## config.mk

```make
export PLATFORM = sky130hd
export DESIGN_NAME = aio_scan_monitor
export DESIGN_NICKNAME = d
export VERILOG_FILES = /design/src/aio_pkg.sv /design/src/aio_scan_monitor.sv
export SDC_FILE = /design/constraint.sdc
export NUM_CORES = 2
export LEC_CHECK = 0
export BUFFER_PORTS_ARGS = -buffer_cell sky130_fd_sc_hd__buf_2
export CORE_ASPECT_RATIO = 1.2
export CORE_UTILIZATION = 45
export DETAILED_ROUTE_END_ITERATION = 8
export GPL_ROUTABILITY_DRIVEN = 0
export PLACE_DENSITY = 0.62
export SYNTH_ARGS = -nofsm -noshare
export SYNTH_HDL_FRONTEND = slang
export SYNTH_SLANG_ARGS = --single-unit
```

## constraint.sdc

```tcl
create_clock -name clock -period 19.1 [get_ports clock]
set_input_delay 1.91 -clock clock [delete_from_list [all_inputs] [get_ports clock]]
set_output_delay 1.91 -clock clock [all_outputs]
set_load 0.02 [all_outputs]
```

## src/aio_pkg.sv

```systemverilog
package aio_pkg;

  // channel counts and the internal time base
  localparam int NUM_IN        = 4;
  localparam int NUM_OUT       = 2;
  localparam int CLK_PERIOD_NS = 4;
  localparam int TICK_NS       = 1000000;                 // 1 ms tick
  localparam int TICK_CYCLES   = TICK_NS / CLK_PERIOD_NS;  // 250,000
  localparam int OUT_CYCLE_MS  = 1;                       // output refresh

  // register byte addresses, one aligned 32-bit word each
  localparam logic [7:0] ADR_CTRL    = 8'h00;
  localparam logic [7:0] ADR_STATUS  = 8'h04;
  localparam logic [7:0] ADR_KICK    = 8'h08;
  localparam logic [7:0] ADR_IN_CFG  = 8'h10;  // + 4 x input channel
  localparam logic [7:0] ADR_IN_THR  = 8'h20;  // + 4 x input channel
  localparam logic [7:0] ADR_MEAS    = 8'h30;  // + 4 x input channel
  localparam logic [7:0] ADR_OUT_CFG = 8'h40;  // + 4 x output channel
  localparam logic [7:0] ADR_OUT_SET = 8'h48;  // + 4 x output channel
  localparam logic [7:0] ADR_CAL     = 8'h50;  // + 4 x output channel

  // control word fields
  localparam int CTRL_FAST   = 0;
  localparam int CTRL_INUSE  = 4;
  localparam int CTRL_OVFEN  = 8;
  localparam int CTRL_WIRING = 12;
  localparam int CTRL_WDOG   = 16;   // 8-bit watchdog time in ms, 0 = off

  // status word fields
  localparam int ST_OVF   = 0;
  localparam int ST_UNF   = 4;
  localparam int ST_UTOL  = 8;
  localparam int ST_LTOL  = 12;
  localparam int ST_OPEN  = 16;
  localparam int ST_SHORT = 18;
  localparam int ST_WDOG  = 20;
  localparam int ST_SCANS = 24;

  // input ranges
  localparam logic [2:0] IR_BIP10 = 3'h0;
  localparam logic [2:0] IR_U10   = 3'h1;
  localparam logic [2:0] IR_U5    = 3'h2;
  localparam logic [2:0] IR_1TO5  = 3'h3;
  localparam logic [2:0] IR_I020  = 3'h4;
  localparam logic [2:0] IR_I420  = 3'h5;

  // output ranges
  localparam logic [1:0] OR_V10  = 2'h0;
  localparam logic [1:0] OR_I020 = 2'h1;
  localparam logic [1:0] OR_I420 = 2'h2;

  // standardized scale and converter code limits
  localparam logic signed [31:0] FULL_SCALE  = 32'sh0000_2710; // 10,000
  localparam logic signed [31:0] LIVE_ZERO   = 32'sh0000_07D0; // 20 % of FS
  localparam logic signed [31:0] SPAN_80PCT  = 32'sh0000_3333; // 0.8 in Q14
  localparam logic signed [31:0] CODE_MAX    = 32'sh0000_1FFF; // 13 bits
  localparam int                 CAL_SHIFT   = 14;
  localparam logic [15:0]        CAL_GAIN_RST = 16'h346C;     // FS -> 8190

  typedef enum logic [1:0] {
    ST_SYNC = 2'b01,
    ST_CONV = 2'b10
  } aio_scan_t;

  // one converter word: polarity and 13-bit magnitude
  typedef struct packed {
    logic        sign;
    logic [12:0] mag;
  } aio_dac_t;

  // per-input limit results
  typedef struct packed {
    logic ovf;
    logic unf;
    logic utol;
    logic ltol;
  } aio_lim_t;

endpackage : aio_pkg

```

## src/aio_scan_monitor.sv

```systemverilog
`timescale 1ns/1ns
// Operation
// - fixed mode scans all four inputs in a constant 5 ms cycle
// - reduced mode scans in-use inputs only: 1 ms plus 1 ms each
// - configured mode bit selects fixed or reduced scan timing
// - scan runs free of the host; host reads latest value anytime
// - tolerance flags are always computed, regardless of overflow enable
// - each input checked between lower and upper threshold of range
// - each input selects one of six ranges individually
// - each output selects +/-10 V, 0-20 mA or 4-20 mA
// - voltage or current conditioning chosen by software configuration
// - 4-20 mA output reports open loop at any set point
// - 0-20 mA output reports open loop only with nonzero set point
// - open loop errors only when wiring check is enabled
// - voltage output reports shorts and overloads as channel errors
// - both outputs refresh on a shared 1 ms cycle
// - output codes are 13-bit magnitude plus sign, rescaled automatically
// - factory gain and offset applied when building converter codes
// - host writes configuration and set points, device applies them
// - module status returns range overflow results to the host
// - above upper threshold is overflow, below lower is underflow
module aio_scan_monitor #(
  parameter int TICK_CYCLES = aio_pkg::TICK_CYCLES
) (
  input  wire logic                 clock,
  input  wire logic                 sys_rst,
  input  wire logic                 cyc_i,
  input  wire logic                 stb_i,
  input  wire logic                 we_i,
  input  wire logic [7:0]           adr_i,
  input  wire logic [3:0]           sel_i,
  input  wire logic [31:0]          dat_i,
  output logic      [31:0]          dat_o,
  output logic                      ack_o,
  output logic                      adcStart,
  output logic      [1:0]           adcChan,
  input  wire logic                 adcValid,
  input  wire logic signed [15:0]   adcData,
  output logic      [3:0]           inCurrentSel,
  output logic      [1:0]           outCurrentSel,
  output logic                      dacLoad,
  output aio_pkg::aio_dac_t [1:0]   dacCode,
  input  wire logic [1:0]           openSense,
  input  wire logic [1:0]           shortSense
);

  localparam int TW = $clog2(TICK_CYCLES);
  localparam logic [TW-1:0] TICK_LAST = TW'(TICK_CYCLES - 1);

  logic [TW-1:0]    tickCntQ;
  logic             tickQ;
  logic [31:0]      ctrlQ;
  logic [2:0]       inRangeQ [aio_pkg::NUM_IN];
  logic [31:0]      inThrQ   [aio_pkg::NUM_IN];
  logic [15:0]      measQ    [aio_pkg::NUM_IN];
  logic [31:0]      outCfgQ  [aio_pkg::NUM_OUT];
  logic [15:0]      outSetQ  [aio_pkg::NUM_OUT];
  logic [31:0]      calQ     [aio_pkg::NUM_OUT];
  aio_pkg::aio_lim_t limit   [aio_pkg::NUM_IN];
  aio_pkg::aio_dac_t codeD   [aio_pkg::NUM_OUT];
  aio_pkg::aio_scan_t scanQ;
  logic [1:0]       chanQ;
  logic [7:0]       scanCntQ;
  logic [7:0]       wdogCntQ;
  logic             wdogFaultQ;
  logic [1:0]       openMetaQ, openSyncQ, shortMetaQ, shortSyncQ;
  logic [1:0]       openErr, shortErr;
  logic             wrStb, rdStb, kick;
  logic [3:0]       scanMask;
  logic [2:0]       firstCh, nextCh;
  logic [31:0]      statusWord, rdData;

  // byte-lane merge for writes
  function automatic logic [31:0] merge(input logic [31:0] old,
                                        input logic [31:0] nw,
                                        input logic [3:0]  sel);
    logic [31:0] r;
    r = old;
    for (int b = 0; b < 4; b++) begin
      if (sel[b]) r[8*b +: 8] = nw[8*b +: 8];
    end
    return r;
  endfunction : merge

  // next scanned channel at or after start; bit 2 set means none left
  function automatic logic [2:0] pick(input logic [3:0] mask,
                                      input logic [2:0] start);
    logic [2:0] r;
    r = 3'h4;
    for (int c = 3; c >= 0; c--) begin
      if (mask[c] && (3'(c) >= start)) r = 3'(c);
    end
    return r;
  endfunction : pick

  // single 1 ms time base shared by scan, outputs and watchdog
  always_ff @(posedge clock) begin
    if (sys_rst || tickCntQ == TICK_LAST) begin
      tickCntQ <= '0;
    end else begin
      tickCntQ <= tickCntQ + 1'b1;
    end
  end

  always_ff @(posedge clock) begin
    if (sys_rst) tickQ <= 1'b0;
    else tickQ <= (tickCntQ == TICK_LAST);
  end

  // wishbone classic: one wait state, ack drops after one cycle
  assign wrStb = cyc_i && stb_i && !ack_o && we_i;
  assign rdStb = cyc_i && stb_i && !ack_o && !we_i;

  always_ff @(posedge clock) begin
    if (sys_rst) ack_o <= 1'b0;
    else ack_o <= cyc_i && stb_i && !ack_o;
  end

  // control word: mode, in-use, overflow enable, wiring check, watchdog
  always_ff @(posedge clock) begin
    if (sys_rst) ctrlQ <= '0;
    else if (wrStb && adr_i == aio_pkg::ADR_CTRL)
      ctrlQ <= merge(ctrlQ, dat_i, sel_i);
  end

  // per-channel configuration written by the host
  for (genvar i = 0; i < aio_pkg::NUM_IN; i++) begin : g_incfg
    always_ff @(posedge clock) begin
      if (sys_rst) begin
        inRangeQ[i] <= aio_pkg::IR_BIP10;
        inThrQ[i]   <= {16'h2AF8, 16'hD508};  // +11,000 / -11,000
      end else if (wrStb) begin
        if (adr_i == aio_pkg::ADR_IN_CFG + 8'(4 * i) && sel_i[0])
          inRangeQ[i] <= dat_i[2:0];
        if (adr_i == aio_pkg::ADR_IN_THR + 8'(4 * i))
          inThrQ[i] <= merge(inThrQ[i], dat_i, sel_i);
      end
    end
  end

  for (genvar o = 0; o < aio_pkg::NUM_OUT; o++) begin : g_outcfg
    always_ff @(posedge clock) begin
      if (sys_rst) begin
        outCfgQ[o] <= '0;
        outSetQ[o] <= '0;
        calQ[o]    <= {16'h0000, aio_pkg::CAL_GAIN_RST};
      end else if (wrStb) begin
        if (adr_i == aio_pkg::ADR_OUT_CFG + 8'(4 * o))
          outCfgQ[o] <= merge(outCfgQ[o], dat_i, sel_i);
        if (adr_i == aio_pkg::ADR_OUT_SET + 8'(4 * o))
          outSetQ[o] <= merge({16'h0000, outSetQ[o]}, dat_i,
                              sel_i) [15:0];
        if (adr_i == aio_pkg::ADR_CAL + 8'(4 * o))
          calQ[o] <= merge(calQ[o], dat_i, sel_i);
      end
    end
  end

  // scan plan: fixed mode walks all four, reduced mode only in-use ones
  assign scanMask = ctrlQ[aio_pkg::CTRL_FAST]
                  ? ctrlQ[aio_pkg::CTRL_INUSE +: 4] : 4'hF;
  assign firstCh  = pick(scanMask, 3'h0);
  assign nextCh   = pick(scanMask, {1'b0, chanQ} + 3'h1);

  // one overhead ms, then one ms per scanned channel: 5 ms when fixed
  always_ff @(posedge clock) begin
    if (sys_rst) begin
      scanQ    <= aio_pkg::ST_SYNC;
      chanQ    <= '0;
      scanCntQ <= '0;
    end else if (tickQ) begin
      case (scanQ)
        aio_pkg::ST_SYNC: begin
          if (!firstCh[2]) begin
            scanQ <= aio_pkg::ST_CONV;
            chanQ <= firstCh[1:0];
          end
          scanCntQ <= scanCntQ + 8'h01;
        end
        aio_pkg::ST_CONV: begin
          if (nextCh[2]) begin
            scanQ <= aio_pkg::ST_SYNC;
          end else begin
            chanQ <= nextCh[1:0];
          end
        end
        default: scanQ <= aio_pkg::ST_SYNC;
      endcase
    end
  end

  // conversion request at each ms spent on a channel
  always_ff @(posedge clock) begin
    if (sys_rst) begin
      adcStart <= 1'b0;
      adcChan  <= '0;
    end else begin
      adcStart <= tickQ && (scanQ == aio_pkg::ST_SYNC ? !firstCh[2]
                                                      : !nextCh[2]);
      // channel moves only with a start, so it names the last conversion
      if (tickQ && (scanQ == aio_pkg::ST_SYNC ? !firstCh[2] : !nextCh[2]))
        adcChan <= (scanQ == aio_pkg::ST_SYNC) ? firstCh[1:0]
                                               : nextCh[1:0];
    end
  end

  // latest value held per channel; host samples it at its own pace
  for (genvar i = 0; i < aio_pkg::NUM_IN; i++) begin : g_meas
    always_ff @(posedge clock) begin
      if (sys_rst) measQ[i] <= '0;
      else if (adcValid && adcChan == 2'(i))
        measQ[i] <= adcData;
    end
  end

  // limit checks, run on every input all the time
  for (genvar i = 0; i < aio_pkg::NUM_IN; i++) begin : g_lim
    logic signed [15:0] m, lo, hi, nomMin;
    assign m      = measQ[i];
    assign lo     = inThrQ[i][15:0];
    assign hi     = inThrQ[i][31:16];
    assign nomMin = (inRangeQ[i] == aio_pkg::IR_BIP10)
                  ? -aio_pkg::FULL_SCALE[15:0] : 16'sh0000;
    assign limit[i].ovf  = m > hi;
    assign limit[i].unf  = m < lo;
    // signed compare, or negative readings would land in the upper zone
    assign limit[i].utol = m > signed'(aio_pkg::FULL_SCALE[15:0])
                        && !limit[i].ovf;
    assign limit[i].ltol = m < nomMin && !limit[i].unf;
  end

  // fault pins come from the analog side: two flops first
  always_ff @(posedge clock) begin
    if (sys_rst) begin
      openMetaQ  <= '0;
      openSyncQ  <= '0;
      shortMetaQ <= '0;
      shortSyncQ <= '0;
    end else begin
      openMetaQ  <= openSense;
      openSyncQ  <= openMetaQ;
      shortMetaQ <= shortSense;
      shortSyncQ <= shortMetaQ;
    end
  end

  // output wiring errors by range
  for (genvar o = 0; o < aio_pkg::NUM_OUT; o++) begin : g_wire
    logic [1:0] rng;
    assign rng = outCfgQ[o][1:0];
    assign openErr[o] = ctrlQ[aio_pkg::CTRL_WIRING] && openSyncQ[o]
                     && (rng == aio_pkg::OR_I420
                     || (rng == aio_pkg::OR_I020 && outSetQ[o] != '0));
    assign shortErr[o] = (rng == aio_pkg::OR_V10 || rng == 2'h3)
                      && shortSyncQ[o];
  end

  // watchdog: any set point or kick write restarts it
  assign kick = wrStb && (adr_i == aio_pkg::ADR_KICK
             || adr_i == aio_pkg::ADR_OUT_SET
             || adr_i == aio_pkg::ADR_OUT_SET + 8'h04);

  always_ff @(posedge clock) begin
    if (sys_rst || kick) wdogCntQ <= '0;
    else if (tickQ && wdogCntQ != 8'hFF) wdogCntQ <= wdogCntQ + 8'h01;
  end

  // sticky fault; a new expiry wins over a clearing write
  always_ff @(posedge clock) begin
    if (sys_rst) begin
      wdogFaultQ <= 1'b0;
    end else if (ctrlQ[aio_pkg::CTRL_WDOG +: 8] != 8'h00
              && wdogCntQ >= ctrlQ[aio_pkg::CTRL_WDOG +: 8]) begin
      wdogFaultQ <= 1'b1;
    end else if (wrStb && adr_i == aio_pkg::ADR_STATUS && sel_i[2]
              && dat_i[aio_pkg::ST_WDOG]) begin
      wdogFaultQ <= 1'b0;
    end
  end

  // set point to converter code: rescale, calibrate, clamp to 13 bits
  for (genvar o = 0; o < aio_pkg::NUM_OUT; o++) begin : g_code
    always_comb begin
      logic signed [31:0] sp, eff, mag, cal;
      logic        [1:0]  rng;
      rng = outCfgQ[o][1:0];
      sp  = wdogFaultQ ? 32'(signed'(outCfgQ[o][31:16]))
                       : 32'(signed'(outSetQ[o]));
      if (rng != aio_pkg::OR_V10 && rng != 2'h3 && sp < 0) sp = '0;
      if (rng == aio_pkg::OR_I420)
        eff = aio_pkg::LIVE_ZERO
            + ((sp * aio_pkg::SPAN_80PCT) >>> aio_pkg::CAL_SHIFT);
      else
        eff = sp;
      mag = (eff < 0) ? -eff : eff;
      cal = ((mag * 32'(calQ[o][15:0])) >>> aio_pkg::CAL_SHIFT)
          + 32'(signed'(calQ[o][31:16]));
      if (cal < 0) cal = '0;
      if (cal > aio_pkg::CODE_MAX) cal = aio_pkg::CODE_MAX;
      codeD[o].sign = (eff < 0);
      codeD[o].mag  = cal[12:0];
    end
  end

  // both outputs reloaded together on each ms tick
  always_ff @(posedge clock) begin
    if (sys_rst) begin
      dacLoad <= 1'b0;
      dacCode <= '0;
    end else begin
      dacLoad <= tickQ;
      if (tickQ) begin
        dacCode[0] <= codeD[0];
        dacCode[1] <= codeD[1];
      end
    end
  end

  // conditioning selects follow configured ranges, no straps
  always_ff @(posedge clock) begin
    if (sys_rst) begin
      inCurrentSel  <= '0;
      outCurrentSel <= '0;
    end else begin
      for (int i = 0; i < aio_pkg::NUM_IN; i++)
        inCurrentSel[i] <= inRangeQ[i] == aio_pkg::IR_I020
                        || inRangeQ[i] == aio_pkg::IR_I420;
      for (int o = 0; o < aio_pkg::NUM_OUT; o++)
        outCurrentSel[o] <= outCfgQ[o][1:0] == aio_pkg::OR_I020
                         || outCfgQ[o][1:0] == aio_pkg::OR_I420;
    end
  end

  // status word; overflow bits gated per channel, tolerance never gated
  always_comb begin
    statusWord = '0;
    for (int i = 0; i < aio_pkg::NUM_IN; i++) begin
      statusWord[aio_pkg::ST_OVF + i] = limit[i].ovf
        && ctrlQ[aio_pkg::CTRL_OVFEN + i];
      statusWord[aio_pkg::ST_UNF + i] = limit[i].unf
        && ctrlQ[aio_pkg::CTRL_OVFEN + i];
      statusWord[aio_pkg::ST_UTOL + i] = limit[i].utol;
      statusWord[aio_pkg::ST_LTOL + i] = limit[i].ltol;
    end
    statusWord[aio_pkg::ST_OPEN +: 2]  = openErr;
    statusWord[aio_pkg::ST_SHORT +: 2] = shortErr;
    statusWord[aio_pkg::ST_WDOG]       = wdogFaultQ;
    statusWord[aio_pkg::ST_SCANS +: 8] = scanCntQ;
  end

  // read decode; unmapped addresses read zero
  always_comb begin
    rdData = '0;
    case (adr_i)
      aio_pkg::ADR_CTRL:   rdData = ctrlQ;
      aio_pkg::ADR_STATUS: rdData = statusWord;
      default: begin
        for (int i = 0; i < aio_pkg::NUM_IN; i++) begin
          if (adr_i == aio_pkg::ADR_IN_CFG + 8'(4 * i))
            rdData = {29'h0, inRangeQ[i]};
          if (adr_i == aio_pkg::ADR_IN_THR + 8'(4 * i))
            rdData = inThrQ[i];
          if (adr_i == aio_pkg::ADR_MEAS + 8'(4 * i))
            rdData = {16'h0000, measQ[i]};
        end
        for (int o = 0; o < aio_pkg::NUM_OUT; o++) begin
          if (adr_i == aio_pkg::ADR_OUT_CFG + 8'(4 * o))
            rdData = outCfgQ[o];
          if (adr_i == aio_pkg::ADR_OUT_SET + 8'(4 * o))
            rdData = {16'h0000, outSetQ[o]};
          if (adr_i == aio_pkg::ADR_CAL + 8'(4 * o))
            rdData = calQ[o];
        end
      end
    endcase
  end

  // read data held from a flop so it is stable with ack
  always_ff @(posedge clock) begin
    if (sys_rst) dat_o <= '0;
    else if (rdStb) dat_o <= rdData;
  end

endmodule : aio_scan_monitor

```

# --- Word level (Yosys, flattened, before mapping) ---
# Memory sizes are Yosys's and may differ from the RTL's.
# Index checks and enable logic that the tools add are counted.
totals:
  register_bits: 151
  mem_bits_rw: 364
  input_bits: 70
  out_inout_bits: 71
  memories: 6
op_classes:
  add_sub_neg: 10
  multipliers: 4
  n_lt_le_gt_ge: 29
  n_eq_ne: 46
  mux: 286
  bitwise_logic: 18
  n_reduce_logical: 100
memory_table:
  columns: ["name", "depth", "width", "read_ports", "rd_ports_with_merged_regs", "write_ports", "line_no", "source"]
  rows:
  - ["inThrQ", 4, 32, 4, 0, 4, "aio_scan_monitor.sv:54", "logic [31:0] inThrQ [aio_pkg::NUM_IN];"]
  - ["calQ", 2, 32, 2, 0, 2, "aio_scan_monitor.sv:58", "logic [31:0] calQ [aio_pkg::NUM_OUT];"]
  - ["measQ", 4, 16, 4, 0, 4, "aio_scan_monitor.sv:55", "logic [15:0] measQ [aio_pkg::NUM_IN];"]
  - ["outCfgQ", 2, 32, 2, 0, 2, "aio_scan_monitor.sv:56", "logic [31:0] outCfgQ [aio_pkg::NUM_OUT];"]
  - ["outSetQ", 2, 16, 2, 0, 2, "aio_scan_monitor.sv:57", "logic [15:0] outSetQ [aio_pkg::NUM_OUT];"]
  - ["inRangeQ", 4, 3, 4, 0, 4, "aio_scan_monitor.sv:53", "logic [2:0] inRangeQ [aio_pkg::NUM_IN];"]
op_table:
  columns: ["op", "n"]
  rows:
  - ["$mux W8", 144]
  - ["$mux W32", 35]
  - ["$mux W16", 10]
  - ["$lt A16 B16 Y1", 8]
  - ["$lt A32 B1 Y1 const B", 4]
  - ["$mux W1", 73]
  - ["$eq A8 B6 Y1 const B", 8]
  - ["$gt A16 B15 Y1 const B", 4]
  - ["$gt A16 B16 Y1", 4]
  - ["$gt A32 B14 Y1 const B", 2]
  - ["$mul A32 B15 Y32 const B", 2]
  - ["$mul A32 B16 Y32", 2]
  - ["$neg A32 Y32", 2]
  - ["$pmux W32 S2", 1]
  - ["$logic_and A1 B1 Y1", 52]
  - ["$eq A8 B7 Y1 const B", 6]
  - ["$add A19 B16 Y20", 2]
  - ["$lt A20 B1 Y1 const B", 2]
  - ["$mux W3", 13]
  - ["$add A12 B18 Y19 const A", 2]
  - ["$eq A8 B5 Y1 const B", 4]
  - ["$reduce_bool A16 Y1", 2]
  - ["$mux W13", 2]
  - ["$eq A3 B3 Y1 const B", 8]
  - ["other kinds (27)", 101]

# --- Depth between registers and ports, before layout ---
depth:
  word_depth: 20
  mapped_depth: 75
  mapped_depth_nobuf: 70

# --- Least setup slack after synthesis ---
# OpenSTA, ideal clock, no wires.
synth_path:
  path_type: "register to register"
  from: "reg wdogFaultQ"
  to: "reg dacCode[10] (netlist name)"
  t_arrival_ns: 16.967
  required_ns: 18.981
  setup_slack_ns: 2.014
  path_stages_with_launch: 68
  path_buffers: 6
  synth_period_minus_slack_ns: 17.086
  path_cell_list: "dfxtp_1 clkbuf_1 buf_1 buf_2 buf_2 mux2_2 nand2_1 inv_1 ha_1 inv_1 fa_1 inv_1 ha_1 fa_1 fa_1 inv_1 fa_1 inv_1 (+32 left out) xor2_1 inv_1 fa_1 nor2b_1 o21ai_0 a21boi_0 o21ai_0 a21boi_0 o21ai_0 a21boi_0 o21a_1 o21ai_0 a211o_1 a211oi_1 o211ai_1 or4b_2 clkbuf_1 o221a_2"
synth_via:
  elab_chain_cells: 15
synth_lines:
  columns: ["element", "line_no", "source"]
  rows:
  - ["start, declared", "aio_scan_monitor.sv:65", "logic wdogFaultQ;"]
  - ["start signal, assigned", "aio_scan_monitor.sv:271", "wdogFaultQ <= 1'b0;"]
  - ["start signal, assigned", "aio_scan_monitor.sv:274", "wdogFaultQ <= 1'b1;"]
  - ["start signal, assigned", "aio_scan_monitor.sv:277", "wdogFaultQ <= 1'b0;"]
  - ["$mux W32 *", "aio_scan_monitor.sv:287", "sp = wdogFaultQ ? 32'(signed'(outCfgQ[o][31:16]))"]
  - ["$lt A32 B1 Y1", "aio_scan_monitor.sv:289", "if (rng != aio_pkg::OR_V10 && rng != 2'h3 && sp < 0) sp = '0;"]
  - ["$logic_and A1 B1 Y1", "aio_scan_monitor.sv:289", null]
  - ["$mux W32 *", "aio_scan_monitor.sv:289", null]
  - ["$mul A32 B15 Y32", "aio_scan_monitor.sv:292", "+ ((sp * aio_pkg::SPAN_80PCT) >>> aio_pkg::CAL_SHIFT);"]
  - ["$add A12 B18 Y19", "aio_scan_monitor.sv:292", null]
  - ["$mux W32 *", "aio_scan_monitor.sv:290", "if (rng == aio_pkg::OR_I420)"]
  - ["$neg A32 Y32 or $lt A32 B1 Y1 (tied branches)", "aio_scan_monitor.sv:295", "mag = (eff < 0) ? -eff : eff;"]
  - ["$mux W32 *", "aio_scan_monitor.sv:295", null]
  - ["$mul A32 B16 Y32 *", "aio_scan_monitor.sv:296", "cal = ((mag * 32'(calQ[o][15:0])) >>> aio_pkg::CAL_SHIFT)"]
  - ["$add A19 B16 Y20 *", "aio_scan_monitor.sv:297", "+ 32'(signed'(calQ[o][31:16]));"]
  - ["$lt A20 B1 Y1", "aio_scan_monitor.sv:298", "if (cal < 0) cal = '0;"]
  - ["$mux W32 *", "aio_scan_monitor.sv:298", null]
  - ["$gt A32 B14 Y1", "aio_scan_monitor.sv:299", "if (cal > aio_pkg::CODE_MAX) cal = aio_pkg::CODE_MAX;"]
  - ["$mux W13 *", "aio_scan_monitor.sv:299", null]
  - ["end, declared", "aio_scan_monitor.sv:42", "output aio_pkg::aio_dac_t [1:0] dacCode,"]
# Mark *: on every way between the ends. The rest lies on a longest branch, timed or not.
# A chain may end at the register's enable or synchronous reset.

==> impl_results.md <==
* Seq cells post-synth at 515
* Share of flip-flops with an asynchronous set or reset at 0%
* EDFF count, synth at 364
* Tcrit/Tclk final at 94.0%
* Crit Path Class: reg -> reg
* CP peak stage delay at 0.83 ns
* Die Ht at 407 um
* Largest net degree at the start of global routing at 67
* Max_slew headroom at 14.6%
* Chip width at 339 um
* Multi-input logic area at 42700 um^2
* Final setup fails at 0
* CTS Root Buffer Type: clkbuf_16
* Setup WS post-layout at 1.15 ns
* Critical Path Sink Type: register
* Vias in the first global route at 49567
* Via density at 5.70
* Hold-fix buffers, CTS at 0
* CTS tree: yes
* Area of the core at 136000 um^2
* Clock-pin slew on the worst setup and hold paths at 0.06 ns
* Largest area contributor in the netlist: fa_1
* Die area at 138000 um^2
* Worst path slowest cell: or4b_2
* First-pass GRT wire length at 306 mm
* IO Count at 141
* Synth Instances at 6558
* Cell variety after synth at 97
* Fin cells at 8627
* Share of post-route cells with drive strength above 1 at 6.68%
* Sequential cell area at 14000 um^2
* Depth of the CTS H-tree at 2
* Post-DP HPWL at 160 mm
* Starting density of the core at 45.3%
* CP Max Fanout at 15
* Tmin final at 17.95 ns
* Dpl cells at 8508
* WP data required at 19.62 ns
* GR Layer Usage met3 at 4.88%
* Yosys warns at 0
* CP Launch Type: register
* # fillers at 12850
* DR iter-0 viols at 4812
* Drt total wl at 203 mm
* Cell family with most CP delay: adder cells
* Residual DRC count at 0
* Status: finished, final reports clean
* Nets at 8120
* Max frequency at 55.7 MHz
* Synth Cell Area at 61400 um^2
* Top FF cell, synth: edfxtp_1
* Via Count at 49134
* RSZ-0062 raised after global routing: no
* Row count at 148
* Synth-to-layout area growth at 8.95%
* Met1 GRT Util at 35.2%
* Largest cells by area after synthesis: fa_1 (25%), edfxtp_1 (18%), ha_1 (10%)
* Syn Area/Cell at 9.36 um^2
* Clk_lat worst skew at 0.68 ns
* Top cells by count, synth: inv_1 (1199), fa_1 (770), nand2_1 (543)
* Setup Skew at 0.0572 ns
* Worst-margin pin slew at 1.28 ns
* Worst slack at placement at 0.878 ns
* Worst hold path type: reg -> reg
* Most frequent cell after synthesis: inv_1
* CTS Buffer Depth at 3
* # clock sinks at 515
* Antenna violations before repair at 16
* Hold Crit Depth at 1
* Fin. Hold Viols at 0
* Setup TNS at 0 ns
* Crit path depth at 65
* GRT Max-Usage Layer: met2
* DR WL/cell at 23.6 um
* Synth top area share at 25.1%
* Worst EP arrival at 18.47 ns
* Most Frequent Cell on Critical Path: fa_1
* Final ANT Viol Nets at 0
* M2 GR Usage at 49.7%
* Tot GR Track Use at 29.5%
* WP buf/inv at 10
* Slew Limit Fails at 0
* Register area share after synthesis at 22.7%
* Max-Cap Viols at 0
* TritonCTS buffer count at 54
* Gr ovfl total at 0
* First-pass DRT Iterations at 9
* Port Buffers at 140
* Fin Hold WS at 0.441 ns
* R2R depth at 65
==> sequential cells by signal (all words and copies together) (netlist names), 4 cells and up <==
| name | cells |
|---|---|
| calQ | 64 |
| dacCode | 28 |
| scanCntQ | 8 |
| wdogCntQ | 8 |
| inRangeQ | 12 |
| outCfgQ | 64 |
| measQ | 64 |
| dat_o | 32 |
| ctrlQ | 32 |
| tickCntQ | 18 |
| outSetQ | 32 |
| inCurrentSel | 4 |
| inThrQ | 128 |
==> worst paths after layout <==
check                              startpoint           end  slack [ns]
worst max-delay path            outCfgQ[0][1]    dacCode[5]        1.15
worst min-delay path             openMetaQ[1]  openSyncQ[1]        0.44
worst min register to register   openMetaQ[1]  openSyncQ[1]        0.44
worst max register to register  outCfgQ[0][1]    dacCode[5]        1.15
==> timing repair <==
action | 4_1_cts | 5_1_grt
setup buffers | 0 | 1
setup endpoints to repair | 0 | 26
gates resized for setup | 0 | 13
==> layout make-up <==
| type | instances | area share, % |
|---|---|---|
| clock inverter | 29 | 0.571 |
| antenna | 15 | 0.0561 |
| tap | 1800 | 3.37 |
| timing repair buffer | 238 | 2.16 |
| clock buffer | 73 | 2.39 |
| sequential | 515 | 20.9 |
| multi-input combinational | 4756 | 63.8 |
| inverter | 1201 | 6.74 |
==> cell usage in the layout (no fill, tap or decap), drive strengths merged, types with 33 or more instances in the layout <==
cell	count
ha	514
nand4	50
a22oi	49
fa	770
inv	1207
a21oi	227
o21ai	161
nand2	543
and2	519
and3	33
a211oi	55
dfxtp	151
a221oi	51
nand3	89
nor4	35
a21o	132
o21a	40
clkbuf	74
mux2i	82
xnor2	132
xor2	73
edfxtp	364
nand2b	71
or3	86
conb	184
buf	237
nor2b	71
nor3	82
nor2	324
==> routing by layer <==
metal,routed length [um],vias to the layer above,part of all wire (%)
li1,-,21830,-
met1,74900,24427,37
met2,96600,2291,48
met3,16700,576,8.2
met4,14900,10,7.3
met5,59,-,0.029
==> through the flow <==
step           util [%]  instance area, um^2
2_1_floorplan         -                62100
3_3_place_gp       47.8                64800
3_5_place_dp       47.8                64800
4_1_cts            49.3                66800
5_1_grt            49.3                66800
6_report           49.3                66900
==> cell families after synthesis <==
kind of cell | count (synthesis) | synth area share [%]
DFF | 515 | 22.7
AOI/OAI and AO/OA | 1021 | 11.7
xor gates and xnor gates | 205 | 2.93
adders and majority gates | 1284 | 35.6
and+or+nand+nor | 1965 | 16.4
other | 2 | 0.0122
buffers and inverters | 1469 | 9.02
muxes | 97 | 1.61
Power is not shown: default switching activity piles up to over one toggle a cycle in this logic, so the estimate is an artifact.
